--- src/hw/mii_bridge_pkg.sv ---
package mii_bridge_pkg;

    // 4B/5B control symbols
    localparam logic [4:0] SYM_J = 5'h18;
    localparam logic [4:0] SYM_K = 5'h11;
    localparam logic [4:0] SYM_T = 5'h0D;
    localparam logic [4:0] SYM_R = 5'h07;
    localparam logic [4:0] SYM_IDLE = 5'h1F;
    localparam logic [4:0] SYM_HALT = 5'h04;

    // nibbles shown on the receive side
    localparam logic [3:0] NIB_K = 4'h5;
    localparam logic [3:0] NIB_ERR = 4'hF;

    // default depth of the transmit symbol queue
    localparam int TXQ_DEPTH = 4;

    typedef enum logic [4:0] {
        TX_OFF = 5'b00001,
        TX_ARMED = 5'b00010,
        TX_SOF = 5'b00100,
        TX_DATA = 5'b01000,
        TX_EOP = 5'b10000
    } tx_state_t;

    typedef enum logic [2:0] {
        RX_HUNT = 3'b001,
        RX_GOTJ = 3'b010,
        RX_FRAME = 3'b100
    } rx_state_t;

    typedef struct packed {
        tx_state_t tx;
        logic took;
        logic first;
        rx_state_t rx;
        logic [3:0] rxd;
        logic rxdv;
        logic rxwr;
        logic rxer;
        logic bypass;
    } bridge_t;

    // receive error stands high until sync is seen
    localparam bridge_t BRIDGE_RESET = '{tx: TX_OFF, took: 1'b0, first: 1'b1, rx: RX_HUNT, rxd: 4'h0,
                                         rxdv: 1'b0, rxwr: 1'b0, rxer: 1'b1, bypass: 1'b0};

    localparam logic [15:0][4:0] CODE_TABLE = {
        5'h1D, 5'h1C, 5'h1B, 5'h1A, 5'h17, 5'h16, 5'h13, 5'h12,
        5'h0F, 5'h0E, 5'h0B, 5'h0A, 5'h15, 5'h14, 5'h09, 5'h1E
    };

    function automatic logic [4:0] encode_nibble(input logic [3:0] nib);
        return CODE_TABLE[nib];
    endfunction

    // unknown symbols decode as all ones, same as a halt
    function automatic logic [3:0] decode_symbol(input logic [4:0] sym);
        logic [3:0] nib;
        nib = NIB_ERR;
        for (int i = 0; i < 16; i++) begin
            if (CODE_TABLE[i] == sym) begin
                nib = 4'(i);
            end
        end
        return nib;
    endfunction

endpackage

--- src/hw/mii_4b5b_link_bridge.sv ---
`timescale 1ns/1ps
//////////////////////////////////////////////////////////////////////////////
// Notes on behaviour
// RULE_01 - external-MAC mode routes control traffic through this nibble port, not internal links.
// RULE_02 - MAC drives and samples the port on the core clock itself.
// RULE_03 - each accepted data nibble becomes a 4B/5B symbol for the framer.
// RULE_04 - transmit nibbles accepted only after frame sync; ready output shows acceptance.
// RULE_05 - ready drops the cycle after any take; may stay low for back-pressure.
// RULE_06 - MAC holds transmit nibble steady while ready is low.
// RULE_07 - MAC raises enable, usually one cycle after ready rises.
// RULE_08 - first enabled cycle queues J, second queues K; nibble ignored in both.
// RULE_09 - ready high without enable after its first cycle queues Idle each cycle.
// RULE_10 - enable low in a ready cycle mid-packet ends frame: queue T then R.
// RULE_11 - after the T and R pair, ready is withdrawn.
// RULE_12 - enable with error in one cycle queues HALT instead of the nibble.
// RULE_13 - MAC may hold enable whole packet or drop it between nibbles.
// RULE_14 - MAC must re-raise enable when ready returns, else T ends packet.
// RULE_15 - received symbols decode into nibbles on the receive data output.
// RULE_16 - receive data goes out only after frame sync.
// RULE_17 - J consumed internally; output starts with K nibble then packet data.
// RULE_18 - receive valid high over K and data, low once frame delivered.
// RULE_19 - write strobe pulses in the first cycle of each new nibble.
// RULE_20 - receive error high while frame sync is absent.
// RULE_21 - received HALT decodes to an all-ones nibble.
// RULE_22 - reset or sync loss idles both paths and discards any partial packet.
//////////////////////////////////////////////////////////////////////////////
module mii_4b5b_link_bridge #(
    parameter int QDEPTH = mii_bridge_pkg::TXQ_DEPTH
) (
    // clock and reset
    input wire logic mclk,
    input wire logic rst_b,
    // link status and mode
    input wire logic frame_sync,
    input wire logic ext_mac_mode,
    output logic bypass_active,
    // nibble port, transmit direction
    output logic tx_ready,
    input wire logic tx_enable,
    input wire logic tx_error,
    input wire logic [3:0] tx_nibble,
    // symbols to the link framer
    output logic link_tx_valid,
    output logic [4:0] link_tx_sym,
    input wire logic link_tx_ready,
    // symbols from the link framer
    input wire logic link_rx_valid,
    input wire logic [4:0] link_rx_sym,
    // nibble port, receive direction
    output logic [3:0] rx_nibble,
    output logic rx_valid,
    output logic rx_write,
    output logic rx_error
);
    import mii_bridge_pkg::*;

    generate
        if (QDEPTH < 2) begin : g_bad_qdepth
            $error("transmit queue needs room for the T and R pair");
        end
    endgenerate

    bridge_t s;
    bridge_t next_s;
    logic live;
    logic take;
    logic push;
    logic [4:0] push_sym;
    logic q_full;

    //////////////////////////////////////////////////////////////////////////
    // transmit handshake

    assign live = frame_sync && ext_mac_mode; // RULE_01
    // the queue never overfills because ready already counts its room
    assign tx_ready = live && !q_full && !s.took && (s.tx != TX_OFF); // RULE_04 RULE_05
    assign take = tx_ready && tx_enable;

    //////////////////////////////////////////////////////////////////////////
    // next state of both paths

    always_comb begin
        next_s = s;
        push = 1'b0;
        push_sym = SYM_IDLE;
        next_s.took = take; // RULE_05
        next_s.bypass = ext_mac_mode; // RULE_01
        next_s.rxwr = 1'b0;
        next_s.rxer = !frame_sync; // RULE_20

        unique case (s.tx)
            TX_OFF: begin
                next_s.first = 1'b1;
                if (live) begin
                    next_s.tx = TX_ARMED;
                end
            end
            TX_ARMED: begin
                if (tx_ready) begin
                    next_s.first = 1'b0;
                    if (tx_enable) begin
                        push = 1'b1;
                        push_sym = SYM_J; // RULE_08
                        next_s.tx = TX_SOF;
                    end else if (!s.first) begin
                        push = 1'b1;
                        push_sym = SYM_IDLE; // RULE_09
                    end
                end
            end
            TX_SOF: begin
                if (tx_ready) begin
                    push = 1'b1;
                    if (tx_enable) begin
                        push_sym = SYM_K; // RULE_08
                        next_s.tx = TX_DATA;
                    end else begin
                        push_sym = SYM_T; // RULE_14
                        next_s.tx = TX_EOP;
                    end
                end
            end
            TX_DATA: begin
                // enable may stay high or drop between nibbles; only ready cycles count
                if (tx_ready) begin // RULE_13
                    push = 1'b1;
                    if (tx_enable && tx_error) begin
                        push_sym = SYM_HALT; // RULE_12
                    end else if (tx_enable) begin
                        push_sym = encode_nibble(tx_nibble); // RULE_03
                    end else begin
                        push_sym = SYM_T; // RULE_10 RULE_14
                        next_s.tx = TX_EOP;
                    end
                end
            end
            TX_EOP: begin
                if (tx_ready) begin
                    push = 1'b1;
                    push_sym = SYM_R; // RULE_10
                    next_s.tx = TX_OFF; // RULE_11
                end
            end
        endcase

        // receive path
        if (!live) begin
            next_s.rx = RX_HUNT; // RULE_16 RULE_22
            next_s.rxdv = 1'b0;
        end else if (link_rx_valid) begin
            unique case (s.rx)
                RX_HUNT: begin
                    if (link_rx_sym == SYM_J) begin
                        next_s.rx = RX_GOTJ; // RULE_17
                    end
                end
                RX_GOTJ: begin
                    if (link_rx_sym == SYM_K) begin
                        next_s.rx = RX_FRAME;
                        next_s.rxd = NIB_K; // RULE_17
                        next_s.rxdv = 1'b1; // RULE_18
                        next_s.rxwr = 1'b1; // RULE_19
                    end else begin
                        next_s.rx = RX_HUNT;
                    end
                end
                RX_FRAME: begin
                    // T or a bare idle closes the frame; R then falls into hunt
                    if (link_rx_sym == SYM_T || link_rx_sym == SYM_IDLE) begin
                        next_s.rx = RX_HUNT;
                        next_s.rxdv = 1'b0; // RULE_18
                    end else begin
                        next_s.rxd = decode_symbol(link_rx_sym); // RULE_15 RULE_21
                        next_s.rxwr = 1'b1; // RULE_19
                    end
                end
            endcase
        end

        // losing sync abandons the transmit packet as well
        if (!live) begin
            next_s.tx = TX_OFF; // RULE_22
        end
    end

    always_ff @(posedge mclk) begin
        if (!rst_b) begin
            s <= BRIDGE_RESET; // RULE_22
        end else begin
            s <= next_s;
        end
    end

    //////////////////////////////////////////////////////////////////////////
    // transmit symbol queue toward the framer

    sym_queue #(
        .WIDTH(5),
        .DEPTH(QDEPTH)
    ) u_txq (
        .mclk(mclk),
        .rst_b(rst_b),
        .flush(!live),
        .push(push),
        .push_data(push_sym),
        .full(q_full),
        .out_valid(link_tx_valid),
        .out_data(link_tx_sym),
        .out_ready(link_tx_ready)
    );

    assign bypass_active = s.bypass;
    assign rx_nibble = s.rxd;
    assign rx_valid = s.rxdv;
    assign rx_write = s.rxwr;
    assign rx_error = s.rxer;
endmodule // mii_4b5b_link_bridge

--- src/hw/sym_queue.sv ---
`timescale 1ns/1ps
module sym_queue #(
    parameter int WIDTH = 5,
    parameter int DEPTH = mii_bridge_pkg::TXQ_DEPTH
) (
    // clock and reset
    input wire logic mclk,
    input wire logic rst_b,
    // fill side
    input wire logic flush,
    input wire logic push,
    input wire logic [WIDTH-1:0] push_data,
    output logic full,
    // drain side
    output logic out_valid,
    output logic [WIDTH-1:0] out_data,
    input wire logic out_ready
);
    import mii_bridge_pkg::*;

    localparam int AW = $clog2(DEPTH);

    generate
        if (DEPTH < 2 || (1 << AW) != DEPTH) begin : g_bad_depth
            $error("sym_queue depth must be a power of two, at least 2");
        end
    endgenerate

    typedef struct packed {
        logic [DEPTH-1:0][WIDTH-1:0] mem;
        logic [AW-1:0] wr;
        logic [AW-1:0] rd;
        logic [AW:0] cnt;
        logic dv;
        logic [WIDTH-1:0] dout;
    } queue_t;

    queue_t q;
    queue_t next_q;
    logic load;

    always_comb begin
        next_q = q;
        load = (q.cnt != '0) && (!q.dv || out_ready);
        if (load) begin
            next_q.dout = q.mem[q.rd];
            next_q.rd = q.rd + 1'b1;
            next_q.dv = 1'b1;
        end else if (out_ready) begin
            next_q.dv = 1'b0;
        end
        if (push) begin
            next_q.mem[q.wr] = push_data;
            next_q.wr = q.wr + 1'b1;
        end
        next_q.cnt = q.cnt + {{AW{1'b0}}, push} - {{AW{1'b0}}, load};
        // a lost link drops whatever partial packet was queued
        if (flush) begin
            next_q = '0;
        end
    end

    always_ff @(posedge mclk) begin
        if (!rst_b) begin
            q <= '0;
        end else begin
            q <= next_q;
        end
    end

    assign full = (q.cnt == (AW + 1)'(DEPTH));
    assign out_valid = q.dv;
    assign out_data = q.dout;
endmodule // sym_queue

--- config.mk ---
export PLATFORM = sky130hd
export DESIGN_NAME = mii_4b5b_link_bridge
export DESIGN_NICKNAME = d
export VERILOG_FILES = /design/src/hw/mii_bridge_pkg.sv /design/src/hw/mii_4b5b_link_bridge.sv /design/src/hw/sym_queue.sv
export SDC_FILE = /design/constraint.sdc
export NUM_CORES = 1
export LEC_CHECK = 0
export BUFFER_PORTS_ARGS = -buffer_cell sky130_fd_sc_hd__buf_2
export CAP_MARGIN = 30
export CORE_ASPECT_RATIO = 1.25
export CORE_MARGIN = 2
export CORE_UTILIZATION = 45
export DETAILED_ROUTE_END_ITERATION = 7
export SLEW_MARGIN = 30
export SYNTH_ARGS = -nofsm -noshare
export SYNTH_HDL_FRONTEND = slang
export SYNTH_SLANG_ARGS = --single-unit
--- constraint.sdc ---
create_clock -name mclk -period 3.58 [get_ports mclk]
set_input_delay 0.358 -clock mclk [delete_from_list [all_inputs] [get_ports mclk]]
set_output_delay 0.358 -clock mclk [all_outputs]
set_load 0.02 [all_outputs]
==> impl_metrics.env, run 1 <==
export IMPL_dieHeight_um=94.8
export IMPL_syn_area_mm2=0.00297
export IMPL_critical_path_arrival_ns=2.85
export IMPL_worst_slew_pin_slew_ns=0.653
export IMPL_hold_viol_final=0
export IMPL_drive_gt1_share_pct=21.5
export IMPL_peakVddDrop_v=0.000267
export IMPL_syn_nets=340
export IMPL_rows=33
export IMPL_final_seq_area_mm2=0.00102
export IMPL_ys_ff_latch=51
export IMPL_fin_crit_sh_pct=75.0
export IMPL_crit_required_ns=3.75
export IMPL_worstSetupStartpoint="s[17]"
export IMPL_path_clk_slew_ns=0.09
export IMPL_io_pins=32
export IMPL_cp_num_cells=10
export IMPL_yosysWarningCount=0
export IMPL_holdBufCountCts=0
export IMPL_vias=2289
export IMPL_drc_errors=0
export IMPL_setup_tns_ns=0
export IMPL_cp_top_family="flip-flops"
export IMPL_initial_utilization_pct=45.7
export IMPL_coreArea_mm2=0.00648
export IMPL_end_kind="flop"
export IMPL_synthToLayoutAreaGrowth_pct=5.49
export IMPL_netlist_top_cells_count="dfxtp_1, a21oi_1, nor2_1"
export IMPL_critPathSlowestCell="dfxtp_1"
export IMPL_yosys_area_top_type="dfxtp_1"
export IMPL_synth_top_area_share_pct=34.4
export IMPL_min_period_ns=2.68
export IMPL_wl_um=6050
export IMPL_nNetsFinal=348
export IMPL_routed_via_density=5.56
export IMPL_hpwl_um=4310
export IMPL_slew_violations=0
export IMPL_p_per_area_mw_per_mm2=333
export IMPL_syn_inst=316
export IMPL_gp_congestion=0.802
export IMPL_clock_latency_ns=0.30
export IMPL_final_antenna_net_count=0
export IMPL_wl_per_cell_um=14.7
export IMPL_h_tree_depth=2
export IMPL_grtUsageTotal_pct=17.2
export IMPL_async_flop_share_pct=0
export IMPL_crit_type="reg2reg"
export IMPL_reg2reg_depth=10
export IMPL_synthFlopType="dfxtp_1"
export IMPL_synth_cell_types=63
export IMPL_p_leak_nw=1.05
export IMPL_dieArea_mm2=0.00726
export IMPL_multi_input_area_mm2=0.00167
export IMPL_synth_seq_area_share_pct=34.4
export IMPL_skew_ns=0.0155
export IMPL_min_from="frame_sync"
export IMPL_synth_edff_count=0
export IMPL_cts_made_buffers=5
export IMPL_maxCapViolCount=0
export IMPL_hold_depth=2
export IMPL_die_w_um=76.6
export IMPL_clockBufferDepth=2
export IMPL_fillers=643
export IMPL_relSlewSlack_pct=56.4
export IMPL_path_max_fanout=11
export IMPL_syn_avg_cell_area_um2=9.38
export IMPL_max_freq_ghz=0.373
export IMPL_synthTopCellsByArea="dfxtp_1, a21oi_1, a311oi_1, mux4_2, nor2_1"
export IMPL_utilization_pct=48.3
export IMPL_status="completed"
export IMPL_yosysMostFrequentCell="dfxtp_1"
export IMPL_cts_setup_buffers=0
export IMPL_portBuffers=31
export IMPL_start_kind="flop"
export IMPL_drtIter0Drc=157
export IMPL_grt_max_degree=44
export IMPL_num_antenna_cells=0
export IMPL_grt_setup_unrepaired="false"
export IMPL_finalSetupViolCount=0
export IMPL_cts_tree="built"
export IMPL_path_buf_inv=2
export IMPL_cpPeakStageDelay_ns=0.69
export IMPL_min_path_type="in2reg"
export IMPL_firstDrtPassIters=4
export IMPL_r2r_start="s[17]"
export IMPL_postCtsResizedCells=0
export IMPL_cts_root_buffer="clkbuf_8"
export IMPL_grt_ovfl_total=0
export IMPL_grt_pass1_wl_um=10100
export IMPL_cts_sinks=51
export IMPL_cp_cell_sequence="nor4_4, a2111oi_4, buf_4, a21boi_4, ha_1, inv_1, fa_1, xor2_1, xnor2_1, nor2_1"
export IMPL_antenna_found_initial=0
export IMPL_grt_pass1_vias=2093
placed cells by master, fill, tap and decap left out, drive strengths merged, types with 7 or more instances in the layout:
master,n
dfxtp,51
buf,35
a21oi,34
nor2,26
a311oi,15
nand2,15
nor3,13
nand2b,11
inv,9
nand3,8
o21ai,8
nor2b,7
flip-flops by register name, indices dropped and copies added, names as in the netlist:
signal,cells
u_txq.out_valid,1
u_txq.q,27
rx_write,1
u_txq.out_data,5
s,10
rx_error,1
rx_valid,1
bypass_active,1
rx_nibble,4
area by class of cell:
| type | instances | area share (%) |
|---|---|---|
| Timing Repair Buffer | 35 | 5.92 |
| Clock buffer | 5 | 2.20 |
| Inverter | 8 | 0.960 |
| Clock inverter | 3 | 1.48 |
| Tap cell | 87 | 3.48 |
| Multi-Input combinational cell | 223 | 53.3 |
| Sequential cell | 51 | 32.6 |
stage by stage:
| stage | total power, W | hold WS [ns] | instance area (um2) | setup WS (ns) | cells |
|---|---|---|---|---|---|
| finish | 0.00104 | 0.274 | 3130 | 0.897 | 412 |
| global route | 0.00109 | 0.278 | 3130 | 0.744 | 412 |
| CTS | 0.00106 | 0.264 | 3130 | 0.894 | 412 |
| detailed placement | 0.000651 | 0.462 | 3010 | 0.914 | 404 |
| global placement | 0.000650 | 0.457 | 3010 | 1.01 | 404 |
| floorplan | 0.000629 | 0.428 | 2970 | 1.15 | 316 |
path summary, 6_finish.rpt:
kind	end	slack (ns)
worst max-delay path	u_txq.q[8]	0.90
worst min register to register	rx_nibble[1]	0.47
worst max register to register	u_txq.q[8]	0.90
worst min-delay path	rx_error	0.27
cell families (layout without fill, tap and decap cells):
| family | Yosys count | after routing | share of synthesized area [%] |
|---|---|---|---|
| XOR/XNOR | 9 | 9 | 2.66 |
| AND/OR/NAND/NOR | 101 | 101 | 20.2 |
| AO/OA/AOI/OAI | 94 | 94 | 24.0 |
| buffers and inverters | 42 | 51 | 9.33 |
| adder cells (fa/ha/maj) | 7 | 7 | 3.21 |
| multiplexers | 12 | 12 | 6.20 |
| flip-flops | 51 | 51 | 34.4 |
metal layers:
metal	vias up	wire [um]	GRT usage (%)
li1	1170	-	-
met1	1080	2830	21.8
met4	0	47	4.09
met3	4	153	3.15
met2	35	3020	30.5
met5	-	0	0
where the power goes:
part	total, W	internal [W]	switching, W
logic	0.0000647	0.0000254	0.0000393
clock network	0.000406	0.000211	0.000195
registers	0.000573	0.000569	0.00000361
total	0.00104	0.000805	0.000238
Power figures use the tool's default switching activity.
==> run 2, diff against run 1 <==
--- a/config.mk
+++ b/config.mk
@@ -11,6 +11,7 @@
 export CORE_MARGIN = 2
 export CORE_UTILIZATION = 45
 export DETAILED_ROUTE_END_ITERATION = 7
+export PLACE_DENSITY = 0.66
 export SLEW_MARGIN = 30
 export SYNTH_ARGS = -nofsm -noshare
 export SYNTH_HDL_FRONTEND = slang
==> constraint.sdc (replaced) <==
create_clock -name mclk -period 2.4 [get_ports mclk]
set_input_delay 0.24 -clock mclk [delete_from_list [all_inputs] [get_ports mclk]]
set_output_delay 0.24 -clock mclk [all_outputs]
set_load 0.02 [all_outputs]
==> impl_metrics.env, run 2 (synthesis gave the netlist of run 1 again) <==
export IMPL_status="completed"
export IMPL_die_w_um=76.6
export IMPL_p_per_area_mw_per_mm2=489
export IMPL_p_leak_nw=1.09
export IMPL_initial_utilization_pct=45.7
export IMPL_fin_crit_sh_pct=94.4
export IMPL_dieArea_mm2=0.00726
export IMPL_portBuffers=31
export IMPL_finalSetupViolCount=0
export IMPL_cts_sinks=51
export IMPL_slew_violations=0
export IMPL_design_area_mm2=0.00319
export IMPL_setup_tns_ns=0
export IMPL_setup_slack_ns=0.134
export IMPL_synthToLayoutAreaGrowth_pct=7.64
export IMPL_maxCapViolCount=0
export IMPL_clockBufferDepth=2
export IMPL_cts_setup_buffers=0
export IMPL_vias=2315
export IMPL_final_common_cell="dfxtp_1"
export IMPL_firstDrtPassIters=4
export IMPL_crit_type="reg2reg"
export IMPL_dpl_cell_area_mm2=0.00308
export IMPL_nNetsFinal=356
export IMPL_end_kind="flop"
export IMPL_h_tree_depth=2
export IMPL_cts_tree="built"
export IMPL_grt_pass1_wl_um=10300
export IMPL_fillers=616
export IMPL_coreArea_mm2=0.00648
export IMPL_dieHeight_um=94.8
export IMPL_drive_gt1_share_pct=23.7
export IMPL_layout_common_cells="dfxtp_1, a21oi_1, buf_2"
export IMPL_skew_ns=0.0115
export IMPL_holdBufCountCts=0
export IMPL_cts_made_buffers=5
export IMPL_hold_viol_final=0
export IMPL_postCtsResizedCells=0
export IMPL_grt_pass1_vias=2192
export IMPL_antenna_found_initial=0
export IMPL_wl_per_cell_um=14.0
export IMPL_largest_register_ffs=27
export IMPL_hpwl_um=4290
export IMPL_routed_via_density=5.51
export IMPL_grtUsageTotal_pct=17.4
export IMPL_io_pins=32
export IMPL_grt_max_degree=39
export IMPL_place_ws_ns=0.147
export IMPL_rows=33
export IMPL_grt_ovfl_total=0
export IMPL_critical_path_arrival_ns=2.46
export IMPL_peakVddDrop_v=0.000351
export IMPL_max_freq_ghz=0.441
export IMPL_path_max_fanout=8
export IMPL_path_clk_slew_ns=0.09
export IMPL_grt_setup_unrepaired="false"
export IMPL_cts_root_buffer="clkbuf_8"
export IMPL_final_antenna_net_count=0
export IMPL_relSlewSlack_pct=63.5
export IMPL_start_kind="flop"
export IMPL_num_antenna_cells=0
export IMPL_drtIter0Drc=78
export IMPL_min_period_ns=2.27
export IMPL_min_path_type="in2reg"
export IMPL_crit_required_ns=2.60
export IMPL_regMostFlops="u_txq.q"
export IMPL_worst_slew_pin_slew_ns=0.546
export IMPL_utilization_pct=49.2
export IMPL_drc_errors=0
export IMPL_gp_congestion=0.790
export IMPL_clock_latency_ns=0.31
export IMPL_wl_um=5870
run 2: cell count changes in the layout (fill, tap and decap cells not counted), sizes merged:
cell / before / now
buf: 35 / 43
run 2: metrics by stage:
stage          cells  hold WS [ns]  power, W
6_report         420         0.147   0.00156
5_1_grt          420         0.143   0.00163
4_1_cts          420         0.141   0.00158
3_5_place_dp     412         0.460  0.000975
3_3_place_gp     412         0.456  0.000973
2_1_floorplan    316         0.310  0.000938
run 2: area by class of cell:
cell class	count	area, um2	share of cell area, %
Timing Repair Buffer	43	245	7.68
Multi-Input combinational cell	223	1670	52.4
Clock inverter	3	46.3	1.45
Sequential cell	51	1020	32.0
Tap cell	87	109	3.41
Clock buffer	5	68.8	2.16
Inverter	8	30.0	0.941
run 2: power breakdown:
| group | switching, W | internal, W | total [W] |
|---|---|---|---|
| clock | 0.000294 | 0.000314 | 0.000608 |
| sequential | 0.00000407 | 0.000849 | 0.000853 |
| combinational | 0.0000602 | 0.0000412 | 0.000101 |
run 2: critical path: stages, from the launching register on:
cell and delay (ns):
dfxtp_1 0.52, nor4_4 0.08, a2111oi_4 0.38, a21boi_4 0.24, ha_1 0.15, inv_1 0.04, fa_1 0.37, xor2_1 0.18
xnor2_1 0.13, nor2_1 0.05
run 2: per-layer routing:
metal  share of wire, %  track usage (%)  vias up
met5                  0                0        -
met4                1.0             4.09        0
met3                2.9             3.54        5
met2                 49             30.9       37
met1                 47             21.8     1090
li1                   -                -     1183
run 2: final timing paths:
kind                                   start            to  slack [ns]  cells past startpoint
worst min register to register  rx_nibble[3]  rx_nibble[3]        0.47                      2
worst max register to register         s[16]    u_txq.q[8]        0.13                      9
worst min-delay path              frame_sync      rx_error        0.15                      2
worst max-delay path                   s[16]    u_txq.q[8]        0.13                      9
